<file path="src/rtl/adc_seq_defines.svh">
`ifndef ADC_SEQ_DEFINES_SVH
`define ADC_SEQ_DEFINES_SVH

// Serial frame shape, counted in falling link clock edges
`define XFER_CLOCKS      5'h10
`define CMD_BITS         5'h0c
`define ADDR_DONE_FALL   5'h04
`define MUX_FALL         5'h0e
`define FALL_CNT_W       5

// Pin levels at rest, {sclk, cs_n, din}
`define LINK_IDLE_LVL    3'h6

// Result word layout on the serial output
`define RES_BITS         12
`define LEAD_ZEROS       2'h0
`define RES_PAD          4'h0

// Power mode encodings
`define PM_NORMAL        2'h3
`define PM_FULL_DOWN     2'h2
`define PM_AUTO_DOWN     2'h1
`define PM_INVALID       2'h0

// Configuration after reset: normal power, channel 0, no sequence
`define CFG_RESET        12'h030

// Result buffer
`define FIFO_DEPTH       8
`define CHAN_COUNT       4

`endif

</file>
<file path="src/rtl/adc_seq_pkg.sv">
package adc_seq_pkg;

	// Command word as shifted in, first bit at the top
	typedef struct packed {
		logic       write_qualify;
		logic       sequencer_mode_high;
		logic [1:0] ignored_bit_hi;
		logic       channel_select_high;
		logic       channel_select_low;
		logic       power_select_high;
		logic       power_select_low;
		logic       sequencer_mode_low;
		logic       ignored_bit_lo;
		logic       range_sel;
		logic       coding_sel;
	} cmd_word_t;

	// Request handed to the converter core at each conversion start
	typedef struct packed {
		logic [1:0] channel;
		logic       range_sel;
		logic       coding_sel;
	} conv_req_t;

	typedef enum logic [1:0] {
		LINK_IDLE = 2'b00,
		LINK_XFER = 2'b01,
		LINK_TAIL = 2'b10
	} link_state_t;

endpackage

</file>
<file path="src/rtl/link_sync.sv">
`timescale 1ns/1ps
`default_nettype none

module link_sync #(
	parameter int               WIDTH   = 3,
	// Idle pin levels, so leaving reset shows no false edge
	parameter logic [WIDTH-1:0] RST_VAL = '0
) (
	// Clock and reset
	input  wire logic             ref_clk,
	input  wire logic             rst,
	// Asynchronous levels in, synchronised levels out
	input  wire logic [WIDTH-1:0] async_in,
	output logic      [WIDTH-1:0] sync_out
);

	logic [WIDTH-1:0] meta_q;

	// First stage feeds only the second
	always_ff @(posedge ref_clk or posedge rst) begin
		if (rst) begin
			meta_q   <= RST_VAL;
			sync_out <= RST_VAL;
		end else begin
			meta_q   <= async_in;
			sync_out <= meta_q;
		end
	end

endmodule

`default_nettype wire

</file>
<file path="src/rtl/sample_fifo.sv">
`timescale 1ns/1ps
`default_nettype none

module sample_fifo #(
	parameter int WIDTH = 12,
	parameter int DEPTH = 8
) (
	// Clock and reset
	input  wire logic             ref_clk,
	input  wire logic             rst,
	// Fill side
	input  wire logic             in_valid,
	input  wire logic [WIDTH-1:0] in_data,
	output logic                  in_ready,
	// Drain side
	output logic                  out_valid,
	output logic      [WIDTH-1:0] out_data,
	input  wire logic             out_ready
);

	localparam int AW = (DEPTH > 1) ? $clog2(DEPTH) : 1;

	logic [WIDTH-1:0] mem_q [DEPTH];
	logic [AW-1:0]    wr_q;
	logic [AW-1:0]    rd_q;
	logic [AW:0]      cnt_q;
	logic             push;
	logic             pop;

	assign in_ready  = (cnt_q != (AW+1)'(DEPTH));
	assign out_valid = (cnt_q != '0);
	assign push      = in_valid & in_ready;
	assign pop       = out_valid & out_ready;
	assign out_data  = mem_q[rd_q];

	always_ff @(posedge ref_clk) begin
		if (push) begin
			mem_q[wr_q] <= in_data;
		end
	end

	always_ff @(posedge ref_clk or posedge rst) begin
		if (rst) begin
			wr_q <= '0;
			rd_q <= '0;
		end else begin
			if (push) begin
				wr_q <= (wr_q == AW'(DEPTH-1)) ? '0 : wr_q + 1'b1;
			end
			if (pop) begin
				rd_q <= (rd_q == AW'(DEPTH-1)) ? '0 : rd_q + 1'b1;
			end
		end
	end

	always_ff @(posedge ref_clk or posedge rst) begin
		if (rst) begin
			cnt_q <= '0;
		end else if (push && !pop) begin
			cnt_q <= cnt_q + 1'b1;
		end else if (pop && !push) begin
			cnt_q <= cnt_q - 1'b1;
		end
	end

endmodule

`default_nettype wire

</file>
<file path="src/rtl/adc_channel_sequencer_control.sv">
`timescale 1ns/1ps
`default_nettype none
`include "adc_seq_defines.svh"

module adc_channel_sequencer_control #(
	parameter int RES_W = `RES_BITS,
	parameter int DEPTH = `FIFO_DEPTH
) (
	// Clock and reset
	input  wire logic                  ref_clk,
	input  wire logic                  rst,
	// Serial link pins
	input  wire logic                  sclk,
	input  wire logic                  cs_n,
	input  wire logic                  din,
	output logic                       dout,
	output logic                       dout_oe_n,
	// Conversion request to the converter core
	output logic                       conv_start,
	output adc_seq_pkg::conv_req_t     conv_req,
	// Results from the converter core
	input  wire logic                  res_valid,
	input  wire logic [RES_W-1:0]      res_data,
	output logic                       res_ready,
	// Analog front end control
	output logic [1:0]                 mux_sel,
	output logic [`CHAN_COUNT-1:0]     analog_input_en,
	output logic                       powered,
	// Frame cut short by chip select
	output logic                       frame_abort
);

	logic                      sclk_s;
	logic                      cs_n_s;
	logic                      din_s;
	logic                      sclk_p_q;
	logic                      cs_n_p_q;
	logic                      cs_fall;
	logic                      cs_rise;
	logic                      fall_now;
	logic [`FALL_CNT_W-1:0]    fall_cnt_q;
	logic [`FALL_CNT_W-1:0]    nfall;
	adc_seq_pkg::link_state_t  state_q;
	adc_seq_pkg::link_state_t  state_d;
	logic [`CMD_BITS-1:0]      cmd_sh_q;
	adc_seq_pkg::cmd_word_t    cmd;
	adc_seq_pkg::cmd_word_t    cfg_q;
	logic                      commit;
	logic                      wrote_q;
	logic [1:0]                cur_ch_q;
	logic [1:0]                last_ch_q;
	logic                      seq_run_q;
	logic [1:0]                next_ch;
	logic [1:0]                next_last;
	logic                      next_run;
	logic [1:0]                step_ch;
	logic [15:0]               out_sh_q;
	logic                      drive_n_q;
	logic                      powered_q;
	logic                      start_q;
	adc_seq_pkg::conv_req_t    req_q;
	logic                      abort_q;
	logic                      pop;
	logic                      fifo_valid;
	logic [RES_W-1:0]          fifo_data;

	// Pins come from the host's domain
	link_sync #(
		.WIDTH   (3),
		.RST_VAL (`LINK_IDLE_LVL)
	) u_sync (
		.ref_clk  (ref_clk),
		.rst      (rst),
		.async_in ({sclk, cs_n, din}),
		.sync_out ({sclk_s, cs_n_s, din_s})
	);

	// Core may finish a result ahead of the drain point
	sample_fifo #(
		.WIDTH (RES_W),
		.DEPTH (DEPTH)
	) u_fifo (
		.ref_clk   (ref_clk),
		.rst       (rst),
		.in_valid  (res_valid),
		.in_data   (res_data),
		.in_ready  (res_ready),
		.out_valid (fifo_valid),
		.out_data  (fifo_data),
		.out_ready (pop)
	);

	always_ff @(posedge ref_clk or posedge rst) begin
		if (rst) begin
			sclk_p_q <= 1'b1;
			cs_n_p_q <= 1'b1;
		end else begin
			sclk_p_q <= sclk_s;
			cs_n_p_q <= cs_n_s;
		end
	end

	assign cs_fall  = cs_n_p_q & ~cs_n_s;
	assign cs_rise  = ~cs_n_p_q & cs_n_s;
	assign fall_now = (state_q == adc_seq_pkg::LINK_XFER)
		& sclk_p_q & ~sclk_s & ~cs_n_s;
	assign nfall    = fall_cnt_q + 1'b1;
	assign commit   = fall_now && (nfall == `MUX_FALL);
	assign pop      = fall_now && (nfall == `ADDR_DONE_FALL);
	assign cmd      = adc_seq_pkg::cmd_word_t'(cmd_sh_q);

	// Frame sequencing
	always_comb begin
		state_d = state_q;
		case (state_q)
			adc_seq_pkg::LINK_IDLE: begin
				if (cs_fall) begin
					state_d = adc_seq_pkg::LINK_XFER;
				end
			end
			adc_seq_pkg::LINK_XFER: begin
				if (cs_rise) begin
					state_d = adc_seq_pkg::LINK_IDLE;
				end else if (fall_now && nfall == `XFER_CLOCKS) begin
					state_d = adc_seq_pkg::LINK_TAIL;
				end
			end
			adc_seq_pkg::LINK_TAIL: begin
				if (cs_rise) begin
					state_d = adc_seq_pkg::LINK_IDLE;
				end
			end
			default: begin
				state_d = adc_seq_pkg::LINK_IDLE;
			end
		endcase
	end

	always_ff @(posedge ref_clk or posedge rst) begin
		if (rst) begin
			state_q <= adc_seq_pkg::LINK_IDLE;
		end else begin
			state_q <= state_d;
		end
	end

	always_ff @(posedge ref_clk or posedge rst) begin
		if (rst) begin
			fall_cnt_q <= '0;
		end else if (cs_fall) begin
			fall_cnt_q <= '0;
		end else if (fall_now) begin
			fall_cnt_q <= nfall;
		end
	end

	// Only the first twelve falls feed the command, top bit first
	always_ff @(posedge ref_clk or posedge rst) begin
		if (rst) begin
			cmd_sh_q <= '0;
		end else if (fall_now && nfall <= `CMD_BITS) begin
			cmd_sh_q <= {cmd_sh_q[`CMD_BITS-2:0], din_s};
		end
	end

	// Frames cut before fall 14 never reach the commit point, though from fall 4 on they pop a result
	always_ff @(posedge ref_clk or posedge rst) begin
		if (rst) begin
			abort_q <= 1'b0;
		end else begin
			abort_q <= cs_rise
				&& (state_q == adc_seq_pkg::LINK_XFER);
		end
	end

	// Configuration register
	always_ff @(posedge ref_clk or posedge rst) begin
		if (rst) begin
			cfg_q   <= adc_seq_pkg::cmd_word_t'(`CFG_RESET);
			wrote_q <= 1'b0;
		end else begin
			if (cs_fall) begin
				wrote_q <= 1'b0;
			end
			if (commit && cmd.write_qualify) begin
				cfg_q                <= cmd;
				cfg_q.write_qualify  <= 1'b0;
				cfg_q.ignored_bit_hi <= 2'h0;
				cfg_q.ignored_bit_lo <= 1'b0;
				wrote_q              <= 1'b1;
			end
		end
	end

	// Next step of a running sequence, wrapping after the final one
	assign step_ch = (cur_ch_q == last_ch_q) ? 2'h0
		: cur_ch_q + 2'h1;

	always_comb begin
		next_ch   = cur_ch_q;
		next_last = last_ch_q;
		next_run  = seq_run_q;
		if (cmd.write_qualify) begin
			if (!cmd.sequencer_mode_high) begin
				next_run = 1'b0;
				next_ch  = {cmd.channel_select_high,
					cmd.channel_select_low};
			end else if (cmd.sequencer_mode_low) begin
				next_run  = 1'b1;
				next_ch   = 2'h0;
				next_last = {cmd.channel_select_high,
					cmd.channel_select_low};
			end else if (seq_run_q) begin
				next_ch = step_ch;
			end else begin
				next_ch = {cmd.channel_select_high,
					cmd.channel_select_low};
			end
		end else if (seq_run_q) begin
			next_ch = step_ch;
		end else begin
			// Nothing written: keep the prior written channel
			next_ch = {cfg_q.channel_select_high,
				cfg_q.channel_select_low};
		end
	end

	// Mux moves while the current result is still shifting out
	always_ff @(posedge ref_clk or posedge rst) begin
		if (rst) begin
			cur_ch_q  <= 2'h0;
			last_ch_q <= 2'h0;
			seq_run_q <= 1'b0;
		end else if (commit) begin
			cur_ch_q  <= next_ch;
			last_ch_q <= next_last;
			seq_run_q <= next_run;
		end
	end

	// Conversion start snapshots the settings for this conversion
	always_ff @(posedge ref_clk or posedge rst) begin
		if (rst) begin
			start_q <= 1'b0;
			req_q   <= '0;
		end else begin
			start_q <= cs_fall;
			if (cs_fall) begin
				req_q.channel    <= cur_ch_q;
				req_q.range_sel  <= cfg_q.range_sel;
				req_q.coding_sel <= cfg_q.coding_sel;
			end
		end
	end

	// Serial output word
	always_ff @(posedge ref_clk or posedge rst) begin
		if (rst) begin
			out_sh_q <= '0;
		end else if (cs_fall) begin
			out_sh_q <= {`LEAD_ZEROS, cur_ch_q, `RES_PAD,
				8'h00};
		end else if (pop) begin
			// Empty buffer sends zeros rather than stale data
			out_sh_q <= {(fifo_valid ? fifo_data
				: {RES_W{1'b0}}), `RES_PAD};
		end else if (fall_now) begin
			out_sh_q <= {out_sh_q[14:0], 1'b0};
		end
	end

	always_ff @(posedge ref_clk or posedge rst) begin
		if (rst) begin
			drive_n_q <= 1'b1;
		end else if (cs_fall) begin
			drive_n_q <= 1'b0;
		end else if (cs_rise) begin
			drive_n_q <= 1'b1;
		end
	end

	// Power management
	always_ff @(posedge ref_clk or posedge rst) begin
		if (rst) begin
			powered_q <= 1'b1;
		end else begin
			case ({cfg_q.power_select_high, cfg_q.power_select_low})
				`PM_NORMAL: begin
					powered_q <= 1'b1;
				end
				`PM_FULL_DOWN: begin
					powered_q <= 1'b0;
				end
				`PM_AUTO_DOWN: begin
					if (cs_fall) begin
						powered_q <= 1'b1;
					end else if (wrote_q && fall_now
						&& nfall == `XFER_CLOCKS) begin
						powered_q <= 1'b0;
					end
				end
				default: begin
					// Invalid code: hold whatever state was reached
					powered_q <= powered_q;
				end
			endcase
		end
	end

	// One enable per analog input
	for (genvar gi = 0; gi < `CHAN_COUNT; gi++) begin : g_en
		assign analog_input_en[gi] = powered_q
			&& (cur_ch_q == 2'(gi));
	end

	assign dout        = out_sh_q[15];
	assign dout_oe_n   = drive_n_q;
	assign conv_start  = start_q;
	assign conv_req    = req_q;
	assign mux_sel     = cur_ch_q;
	assign powered     = powered_q;
	assign frame_abort = abort_q;

endmodule

`default_nettype wire

</file>
<file path="config.mk">
export PLATFORM = sky130hd
export DESIGN_NAME = adc_channel_sequencer_control
export DESIGN_NICKNAME = d
export VERILOG_FILES = /design/src/rtl/adc_seq_pkg.sv /design/src/rtl/link_sync.sv /design/src/rtl/sample_fifo.sv /design/src/rtl/adc_channel_sequencer_control.sv
export VERILOG_INCLUDE_DIRS = /design/src /design/src/rtl
export SDC_FILE = /design/constraint.sdc
export NUM_CORES = 1
export LEC_CHECK = 0
export BUFFER_PORTS_ARGS = -buffer_cell sky130_fd_sc_hd__clkbuf_2
export CAP_MARGIN = 20
export CORE_AREA = 10 10 144 146
export DETAILED_ROUTE_END_ITERATION = 8
export DIE_AREA = 0 0 154 156
export PLACE_DENSITY_LB_ADDON = 0.1
export SLEW_MARGIN = 10
export SYNTH_ARGS = -nofsm -noshare
export SYNTH_HDL_FRONTEND = slang
export SYNTH_HIERARCHICAL = 1
export SYNTH_SLANG_ARGS = --single-unit
</file>
<file path="constraint.sdc">
create_clock -name ref_clk -period 5.6 [get_ports ref_clk]
set_input_delay 0.56 -clock ref_clk [delete_from_list [all_inputs] [get_ports ref_clk]]
set_output_delay 0.56 -clock ref_clk [all_outputs]
set_load 0.005 [all_outputs]
</file>
==> results of run 1 <==
## final cells by class
class | instances | share of cell area
timing repair buffer | 45 | 0.03360
clock inverter | 15 | 0.02019
tap | 229 | 0.03530
inverter | 15 | 0.006936
multi-input combinational | 220 | 0.2822
clock buffer | 17 | 0.05240
sequential | 165 | 0.5694
## routing by layer
metal / vias up / share of wire / GRT usage
li1: 1741 / - / -
met1: 1890 / 0.47 / 0.1440
met2: 42 / 0.48 / 0.1817
met3: 12 / 0.030 / 0.03253
met4: 0 / 0.013 / 0.04318
met5: - / 0 / 0
## worst min path at each step
stage	slack, ps	depth (start not counted)	start	endpoint
2_1_floorplan	330	0	u_sync/meta_q[0]	u_sync/sync_out[0]
3_3_place_gp	340	0	u_sync/meta_q[0]	u_sync/sync_out[0]
3_5_place_dp	350	0	u_sync/meta_q[1]	u_sync/sync_out[1]
4_1_cts	40	2	rst	u_sync/meta_q[0]
5_1_grt	50	2	rst	u_sync/meta_q[0]
6_report	40	2	rst	u_sync/meta_q[0]
## worst max-delay path, delay by kind of cell (launching register included)
family | cells | cell delay, ps
AND/OR/NAND/NOR | 5 | 1290
adder cells (fa/ha/maj) | 3 | 940
AO/OA/AOI/OAI | 2 | 520
flip-flops | 1 | 470
buffers and inverters | 1 | 140
## placed cells by master, fill, tap and decap left out, types with 3 or more instances in the layout
cell / instances
edfxtp_1: 96
dfrtp_1: 59
mux2_2: 39
clkbuf_2: 33
mux4_1: 22
clkbuf_16: 17
ha_1: 16
inv_1: 14
nor2_1: 13
a221o_1: 11
and3_1: 10
nand2_1: 10
dfstp_2: 10
buf_4: 10
o21ai_0: 8
a21oi_1: 7
and2_1: 7
nand3_1: 6
nand2b_1: 6
xnor2_1: 5
inv_8: 5
xor2_1: 4
nand3b_1: 3
nor3_1: 3
clkinv_8: 3
clkinv_4: 3
or3_1: 3
## logic make-up after synthesis
logic type,synth area share
and+or+nand+nor,0.06509
muxes,0.1566
DFF,0.6551
xor gates and xnor gates,0.01117
adders and majority gates,0.03121
AOI/OAI and AO/OA,0.05835
buffers and inverters,0.02252
## Yosys cell counts (all sizes together) (6+ instances only)
cell type	instances
nor2	13
clkbuf	10
nand2	11
inv	15
a221o	11
ha	16
and3	10
dfstp	10
mux4	24
buf	8
and2	7
mux2	41
nand2b	6
a21oi	7
edfxtp	96
o21ai	8
nand3	7
dfrtp	59
## report_power, final
group | internal, mW | leakage, nW | switching (mW)
Sequential | 1.45 | 1.77 | 0.0774
Combinational | 0.152 | 1.11 | 0.195
Clock | 0.597 | 0.282 | 0.537
## flip-flops by register name, indices dropped and copies added (netlist names), 4 cells and up
name          cells
u_fifo/mem_q     96
cmd              12
out_sh_q         12
cfg_q             6
fall_cnt_q        5
conv_req          4
u_fifo/cnt_q      4
==> results by group, run 1 <==
Layout
  • Register area: 4622 um^2
  • Filler cell count: 1555
  • # diodes: 0
  • Area growth syn-to-layout: 15.06%
  • Final Core Density: 0.4550
  • Nets: 499
  • Share of layout cells above drive strength 1: 0.3019
  • Final std cells w/o fill: 706
  • Design Area, Final: 8118 um^2
  • Multi-input logic area: 2291 um^2

Placement
  • Dpl hpwl: 8151 um
  • Placed cell area: 7501 um^2
  • Placed cells: 673
  • Number of I/O port buffers: 33
  • Pre-CTS setup slack: 2073 ps
  • GPL Wtd Cong: 0.7592

Synthesis
  • Asr flop ratio synth: 0.4182
  • Mapped cell area: 7056 um^2
  • Largest cells by area after synthesis: edfxtp_1 (41%), dfrtp_1 (21%), mux4_1 (8.2%)
  • Post-synthesis cell count: 418
  • Synth Warn #: 6
  • Syn nets: 453
  • Share of the synthesized area in the top cell type: 0.4086
  • Number of synthesized flops with an enable pin: 96
  • Syn Area/Cell: 16.88 um^2
  • Yosys reg bits: 165
  • Synth area leader: edfxtp_1
  • Cell variety after synth: 60
  • Most used DFF post-synth: edfxtp_1
  • Register area share after synthesis: 0.6551

Floorplanning
  • Area of the core: 17840 um^2
  • Row Count: 49
  • Num ports: 34
  • DIE HEIGHT: 156 um
  • Initial Utilization: 0.3955
  • Horiz. Die Dim: 154 um
  • Die ar.: 24020 um^2

Detailed routing
  • Avg Vias per Cell: 5.220
  • WL per Instance: 18.42 um
  • Residual DRC count: 0
  • TritonRoute pass-1 iters: 6
  • DR iter-0 viols: 165
  • Post-DRT Antenna Nets: 0
  • Routed wire length: 13010 um
  • Routed via count: 3685

Timing
  • Unrepaired setup endpoints after global routing: no
  • Final Hold Fails: 0
  • Fin Clk Skew: 12.67 ps
  • Hold slack: 44.85 ps
  • Tmin final: 3479 ps
  • Fmax achieved: 0.2874 GHz
  • Final Cycle Share: 0.6213
  • Fin. max-slew vios: 0
  • Worst slew margin: 0.4928
  • Worst setup margin: 2121 ps
  • Setup_tns: 0 ps
  • Worst slew pin tran: 760.9 ps
  • # setup viols final: 0

CTS
  • Post CTS Setup Buffer Count: 0
  • Num CTS Buffers: 17
  • Clock root cell: clkbuf_16
  • Quantity of gates resized following cts: 0
  • CTS Hold Bufs: 0
  • Skew-Pair Late Insertion Delay: 430 ps
  • Clock-pin slew on the worst setup and hold paths: 70 ps
  • Clk sink count: 165
  • H-tree depth: 4
  • CTS tree: done
  • Clk buf depth: 2

Critical path
  • Crit Path Class: flop to flop
  • Worst Setup EP: u_fifo/cnt_q[3]
  • Cell at the slowest stage of the critical path: or4_1
  • Critical path's most frequent cell: ha_1
  • CP Max Fanout: 7
  • R2R Path Start: fall_cnt_q[0]
  • Worst Setup SP: fall_cnt_q[0]
  • Required time of the critical path: 5910 ps
  • Flop2flop setup slack: 2120 ps
  • Crit start category: flop
  • CP Cell Sequence: ha_1, nand2b_1, o32a_2, nor4b_1, nand2_1, ha_1, inv_1, ha_1, or4_1, nand3_1, o221ai_1
  • Crit end category: flop
  • Worst path max stage delay: 520 ps
  • Worst r2r path cells: 11
  • RR Endpoint: u_fifo/cnt_q[3]
  • WP data arrival: 3790 ps

Status
  • Outcome: finished clean

GRT
  • First-pass GRT wire length: 21290 um
  • GRT Util Overall: 0.1139
  • Initial antenna violation count: 0
  • Vias in the first global route: 3826
  • Grt total ovfl: 0
  • Largest net degree at the start of global routing: 54

Power and ir drop
  • Power Total: 3.009 mW
  • PD cells: 370.7 nW/um^2
  • Pleak: 3.166 nW
  • Worst vdd ir: 0.0002153 V

Hold path
  • HP Class: primary input to asynchronous set/reset pin

Run
  • MaxCap Viol Count: 0
Power figures use the tool's default switching activity.
==> inputs of run 2 (changes only) <==
ABC_AREA = 1   (was not set)
CORE_AREA = 10 10 150 152   (was 10 10 144 146)
DIE_AREA = 0 0 160 162   (was 0 0 154 156)
clock period = 3.2 ns   (was 5.6 ns; I/O delays follow)
==> results by group, run 2 <==
Synthesis
  • Number of synthesized flops with an enable pin: 96 (unchanged)
  • Cell variety after synth: 35 (-42%)
  • Top cells by count, synth: nand2_1 (291), inv_1 (115), nor2_1 (110)
  • Syn nets: 873 (+93%)
  • Mapped cell area: 7664 um^2 (+8.6%)
  • Post-synthesis cell count: 838 (+100%)
  • Yosys reg bits: 165 (unchanged)
  • Register area share after synthesis: 0.6031 (-0.05198)
  • Share of the synthesized area in the top cell type: 0.3762 (-0.03242)
  • Largest cells by area after synthesis: edfxtp_1 (38%), dfrtp_1 (19%), nand2_1 (14%)
  • Syn Area/Cell: 9.145 um^2 (-46%)
  • Synth area leader: edfxtp_1
  • Most used DFF post-synth: edfxtp_1
  • Synth Warn #: 6 (unchanged)
  • Asr flop ratio synth: 0.4182 (unchanged)
  • Top-count cell post-synth: nand2_1

Critical path
  • Cell at the slowest stage of the critical path: dfrtp_1
  • R2R Path Start: fall_cnt_q[0]
  • Worst Setup SP: fall_cnt_q[0]
  • Required time of the critical path: 3510 ps (-2400 ps)
  • WP data arrival: 3170 ps (-620 ps)
  • Critical path's most frequent cell: nand2_1
  • RR Endpoint: u_fifo/cnt_q[3]
  • Worst Setup EP: u_fifo/cnt_q[3]
  • CP Max Fanout: 12 (+5)
  • Crit end category: flop
  • Crit path max-delay family: simple AND/OR/NAND/NOR gates
  • Worst r2r path cells: 17 (+6)
  • CP Cell Sequence: ha_1, inv_1, nand2_1, nand2_1, nand2_1, nor2_1, nand2_2, clkinv_2, nand2_1, ha_1, inv_1, ha_1, or2_2, nand2_1, nand2_1, nand3_1, nand2_1
  • Instance count on the critical path: 17 (+6)
  • Worst path max stage delay: 450 ps (-70 ps)
  • Crit start category: flop
  • WP buf/inv: 3 (+2)
  • Flop2flop setup slack: 340 ps (-1780 ps)
  • Crit Path Class: flop to flop

Floorplanning
  • Area of the core: 19400 um^2 (+8.7%)
  • Num ports: 34 (unchanged)
  • DIE HEIGHT: 162 um (+3.8%)
  • Initial Utilization: 0.3951 (-0.0004102)
  • Horiz. Die Dim: 160 um (+3.9%)
  • Row Count: 51 (+4.1%)
  • Die ar.: 25920 um^2 (+7.9%)

CTS
  • Clock-pin slew on the worst setup and hold paths: 60 ps (about the same)
  • H-tree depth: 4 (unchanged)
  • Clk buf depth: 2 (unchanged)
  • CTS tree: done
  • Clk sink count: 165 (unchanged)
  • Clock root cell: clkbuf_16
  • Skew-Pair Late Insertion Delay: 420 ps (about the same)
  • Num CTS Buffers: 17 (unchanged)
  • Post CTS Setup Buffer Count: 0 (unchanged)

Timing
  • Final Cycle Share: 0.8946 (+0.2733)
  • Worst slew margin: 0.3887 (-0.1041)
  • Final Hold Fails: 0 (unchanged)
  • Fin Clk Skew: 13.37 ps (+0.6941 ps)
  • Unrepaired setup endpoints after global routing: no
  • Setup_tns: 0 ps (unchanged)
  • Worst setup margin: 337.3 ps (-1783 ps)
  • Worst slew pin tran: 916.9 ps (+156.0 ps)
  • # setup viols final: 0 (unchanged)
  • Tmin final: 2863 ps (-616.6 ps)
  • Fmax achieved: 0.3493 GHz (+22%)
  • Fin. max-slew vios: 0 (unchanged)
  • Hold slack: 171.4 ps (+126.5 ps)

GRT
  • Largest net degree at the start of global routing: 65 (+20%)
  • Grt total ovfl: 0 (unchanged)
  • Vias in the first global route: 5045 (+32%)
  • First-pass GRT wire length: 26600 um (+25%)
  • Initial antenna violation count: 0 (unchanged)
  • GRT Util Overall: 0.1281 (+0.01424)

Detailed routing
  • Post-DRT Antenna Nets: 0 (unchanged)
  • TritonRoute pass-1 iters: 5 (-1)
  • Residual DRC count: 0 (unchanged)
  • Avg Vias per Cell: 4.484 (-14%)
  • WL per Instance: 13.79 um (-25%)
  • DR iter-0 viols: 245 (+48%)
  • Routed wire length: 15940 um (+23%)
  • Routed via count: 5184 (+41%)

Placement
  • Pre-CTS setup slack: 333.1 ps (-1740 ps)
  • GPL Wtd Cong: 0.8174 (+7.7%)
  • Number of I/O port buffers: 33 (unchanged)
  • Dpl hpwl: 10440 um (+28%)

Hold path
  • HP Class: primary input to flop
  • Worst Hold Launch: res_data[4]

Layout
  • Most frequent cells in the layout: nand2_1 (291), inv_1 (114), nor2_1 (110)
  • Area growth syn-to-layout: 13.45%
  • Leading cell type in the layout, fill and taps excluded: nand2_1
  • Nets: 913 (+83%)
  • Max reg flops: 96 (unchanged)
  • # diodes: 0 (unchanged)
  • Top reg by flops: u_fifo/mem_q
  • Share of layout cells above drive strength 1: 0.1302 (-0.1717)

Status
  • Outcome: finished clean

Power and ir drop
  • PD cells: 638.4 nW/um^2 (+72%)
  • Pleak: 4.001 nW (+26%)
  • Power Total: 5.551 mW (+84%)
  • Worst vdd ir: 0.0004280 V (+99%)

Run
  • MaxCap Viol Count: 0 (unchanged)
run 2: cell count changes after synthesis, moves of 9 or more:
cell	before	now
inv_1	15	115
clkbuf_1	10	1
mux4_1	22	0
o21ai_1	0	13
and3_1	10	0
nand2_1	10	291
nor2_1	13	110
a221o_1	11	0
mux2_2	39	0
nand3_1	6	24
run 2: worst min path at each step:
| stage | to | cells past startpoint |
|---|---|---|
| global route | u_fifo/mem_q[3][4] | 1 |
| global placement | u_sync/meta_q[0] | 2 |
| finish | u_fifo/mem_q[3][4] | 1 |
| floorplan | u_sync/meta_q[0] | 1 |
| detailed placement | u_sync/meta_q[0] | 2 |
| CTS | u_fifo/mem_q[3][4] | 1 |
run 2: power breakdown:
group / internal [mW] / switching, mW / total, mW
Sequential: 2.56 / 0.158 / 2.72
Combinational: 0.281 / 0.573 / 0.853
Clock: 1.15 / 0.825 / 1.97
run 2: timing repair:
action / 4_1_cts / 5_1_grt
hold endpoints to repair: 29 / 0
gates resized for setup: 0 / 0
hold buffers: 4 / 0
run 2: final cells by class:
| cell class | count | area, um^2 |
|---|---|---|
| Inverter | 119 | 447.9 |
| Sequential cell | 165 | 4623 |
| Fill cell | 1891 | 10700 |
| Clock inverter | 12 | 130.1 |
| Clock buffer | 20 | 436.7 |
| Multi-Input combinational cell | 526 | 2405 |
| Tap cell | 265 | 331.6 |
| Timing Repair Buffer | 49 | 320.3 |
run 2: logic make-up after synthesis:
kind of cell,synth area share
buffers and inverters,0.08996
flip-flops,0.6031
AND/OR/NAND/NOR,0.2361
AO/OA/AOI/OAI,0.03984
adder cells (fa/ha/maj),0.02873
XOR/XNOR,0.002286
run 2: layer usage:
layer | global-route usage | vias to the layer above | wire [um]
li1 | - | 2686 | -
met1 | 0.1732 | 2427 | 8014
met2 | 0.2020 | 61 | 7382
met3 | 0.03008 | 10 | 412
met4 | 0.03506 | 0 | 133
met5 | 0 | - | 0
run 2: metrics by stage:
stage / std cells / instance area (um^2) / util
final: 1156 / 8695 / 0.4482
after global routing: 1156 / 8695 / 0.4482
after CTS: 1156 / 8695 / 0.4482
after detailed placement: 1120 / 8088 / 0.4169
after global placement: 1119 / 8068 / 0.4159
after floorplan: 838 / 7664 / -
==> inputs of run 3 (changes only) <==
--- a/config.mk
+++ b/config.mk
@@ -11,5 +11,5 @@
 export CAP_MARGIN = 20
-export CORE_AREA = 10 10 150 152
+export CORE_AREA = 10 10 159 161
 export DETAILED_ROUTE_END_ITERATION = 8
-export DIE_AREA = 0 0 160 162
+export DIE_AREA = 0 0 169 171
 export PLACE_DENSITY_LB_ADDON = 0.1
==> constraint.sdc (replaced) <==
create_clock -name ref_clk -period 3.2 [get_ports ref_clk]
set_input_delay 0.16 -clock ref_clk [delete_from_list [all_inputs] [get_ports ref_clk]]
set_output_delay 0.16 -clock ref_clk [all_outputs]
set_load 0.005 [all_outputs]
==> results by group, run 3 (synthesis gave the netlist of run 2 again) <==
Status
  • Outcome: finished clean

Power and ir drop
  • Clk pwr share: 0.371 (+0.015)
  • Power Internal: 3.968 mW (-0.66%)
  • Power Total: 5.640 mW (+1.6%)
  • Combinational cell fraction of total power: 0.149 (-0.005)
  • Pleak: 4.032 nW (+0.78%)
  • PD cells: 643.7 nW/um^2 (+0.83%)
  • Sw Share: 0.2964 (+0.01602)
  • P_sw: 1.671 mW (+7.4%)
  • Register share of total power: 0.481 (-0.010)
  • Worst vdd ir: 0.0003105 V (-27%)

Placement
  • Pre-CTS setup slack: 358.2 ps (+25.17 ps)
  • Placed cells: 1144 (+2.1%)
  • GPL Wtd Cong: 0.7988 (-2.3%)
  • Dpl hpwl: 10790 um (+3.4%)
  • Number of I/O port buffers: 33 (unchanged)
  • Placed cell area: 8118 um^2 (+0.37%)

Detailed routing
  • Avg Vias per Cell: 4.333 (-3.4%)
  • Routed wire length: 16340 um (+2.5%)
  • TritonRoute pass-1 iters: 4 (-1)
  • WL per Instance: 13.85 um (+0.42%)
  • Residual DRC count: 0 (unchanged)
  • DR iter-0 viols: 321 (+31%)
  • Routed via count: 5113 (-1.4%)
  • Post-DRT Antenna Nets: 0 (unchanged)

Timing
  • Tmin final: 2823 ps (-39.65 ps)
  • Final Hold Fails: 0 (unchanged)
  • Hold slack: 11.41 ps (-159.9 ps)
  • # setup viols final: 0 (unchanged)
  • Setup_tns: 0 ps (unchanged)
  • Worst setup margin: 376.9 ps (+39.65 ps)
  • Fin. max-slew vios: 0 (unchanged)
  • Unrepaired setup endpoints after global routing: no
  • Worst slew pin tran: 901.2 ps (-15.64 ps)
  • Fmax achieved: 0.3542 GHz (+1.4%)
  • Final Cycle Share: 0.8822 (-0.01239)
  • Fin Clk Skew: 15.73 ps (+2.361 ps)
  • Worst slew margin: 0.3991 (+0.01043)

CTS
  • H-tree depth: 4 (unchanged)
  • Skew-Pair Late Insertion Delay: 430 ps (about the same)
  • Clock-pin slew on the worst setup and hold paths: 70 ps (about the same)
  • Clk buf depth: 2 (unchanged)
  • Num CTS Buffers: 17 (unchanged)
  • Clk sink count: 165 (unchanged)
  • Clock root cell: clkbuf_16
  • CTS tree: done

Layout
  • Design Area, Final: 8761 um^2 (+0.76%)
  • Top reg by flops: u_fifo/mem_q
  • # diodes: 0 (unchanged)
  • Nets: 917 (+0.44%)
  • Max reg flops: 96 (unchanged)
  • Share of layout cells above drive strength 1: 0.1385 (+0.008357)
  • Leading cell type in the layout, fill and taps excluded: nand2_1
  • Final std cells w/o fill: 1180 (+2.1%)
  • Most frequent cells in the layout: nand2_1 (291), inv_1 (114), nor2_1 (110)
  • Area growth syn-to-layout: 14.32%
  • Final Core Density: 0.3941 (-0.05406)

Hold path
  • HP Class: primary input to flop

Critical path
  • Crit Path Class: flop to flop
  • Crit start category: flop
  • CP Max Fanout: 12 (unchanged)
  • Required time of the critical path: 3510 ps (about the same)
  • Flop2flop setup slack: 380 ps (+40 ps)
  • Crit end category: flop
  • WP data arrival: 3130 ps (-40 ps)

GRT
  • Vias in the first global route: 5029 (-0.32%)
  • First-pass GRT wire length: 27340 um (+2.8%)
  • Initial antenna violation count: 0 (unchanged)
  • Grt total ovfl: 0 (unchanged)
  • Largest net degree at the start of global routing: 56 (-14%)
  • GRT Util Overall: 0.1202 (-0.007943)

Floorplanning
  • Initial Utilization: 0.3448 (-0.05028)
  • Row Count: 55 (+7.8%)
  • Num ports: 34 (unchanged)
  • Die ar.: 28900 um^2 (+11%)
  • DIE HEIGHT: 171 um (+5.6%)
  • Area of the core: 22230 um^2 (+15%)
  • Horiz. Die Dim: 169 um (+5.6%)

Run
  • MaxCap Viol Count: 0 (unchanged)
==> run 3: cell types whose count changed in the layout (fill, tap and decap cells not counted), moves of 3 or more <==
cell      previous run  this run
clkinv_4             3         0
inv_8                0         5
clkbuf_1             3         0
buf_4               10        15
inv_6                2         5
==> run 3: power by group through the flow <==
| stage | clock network (mW) | registers (mW) | logic (mW) |
|---|---|---|---|
| after floorplan | 0 | 2.72 | 0.591 |
| final | 2.09 | 2.71 | 0.838 |
| after global placement | 0 | 2.76 | 0.852 |
| after global routing | 2.25 | 2.74 | 0.987 |
| after CTS | 2.15 | 2.71 | 0.864 |
| after detailed placement | 0 | 2.76 | 0.856 |
==> run 3: repair_timing <==
action	CTS	global route
gates resized for setup	0	0
endpoints found under the hold margin	39	0
setup buffers	0	0
hold buffers	4	0
==> run 3: worst paths after layout <==
kind / to / depth (start not counted) / start
setup / recovery: u_fifo/cnt_q[3] / 17 / fall_cnt_q[0]
hold / removal: u_fifo/mem_q[3][4] / 1 / res_data[4]
setup reg to reg: u_fifo/cnt_q[3] / 17 / fall_cnt_q[0]
hold reg to reg: u_sync/sync_out[0] / 0 / u_sync/meta_q[0]
max in group asynchronous: cs_n_p_q / 4 / rst
min in group asynchronous: u_sync/sync_out[0] / 3 / rst
==> run 3: worst max-delay path, cell delays in order, from the launching register on <==
cell      delay [ps]
dfrtp_1          440
ha_1             260
inv_1             60
nand2_1           40
nand2_1          110
nand2_1           60
nor2_1           170
nand2_2           90
clkinv_2         150
nand2_1          150
ha_1             240
inv_1            130
ha_1             270
or2_2            310
nand2_1           70
nand2_1           40
nand3_1           50
nand2_1           50
==> run 3: final cells by class <==
class	count	area, um^2
clock buffer	17	425.4
clock inverter	15	177.7
fill	2230	13470
inverter	119	447.9
multi-input combinational	526	2392
sequential	165	4623
tap	285	356.6
timing repair buffer	53	337.8
==> run 3: per-layer routing <==
metal	GRT usage	share of wire
met2	0.1983	0.49
met4	0.03302	0.010
met1	0.1535	0.47
met3	0.03028	0.038
met5	0	0
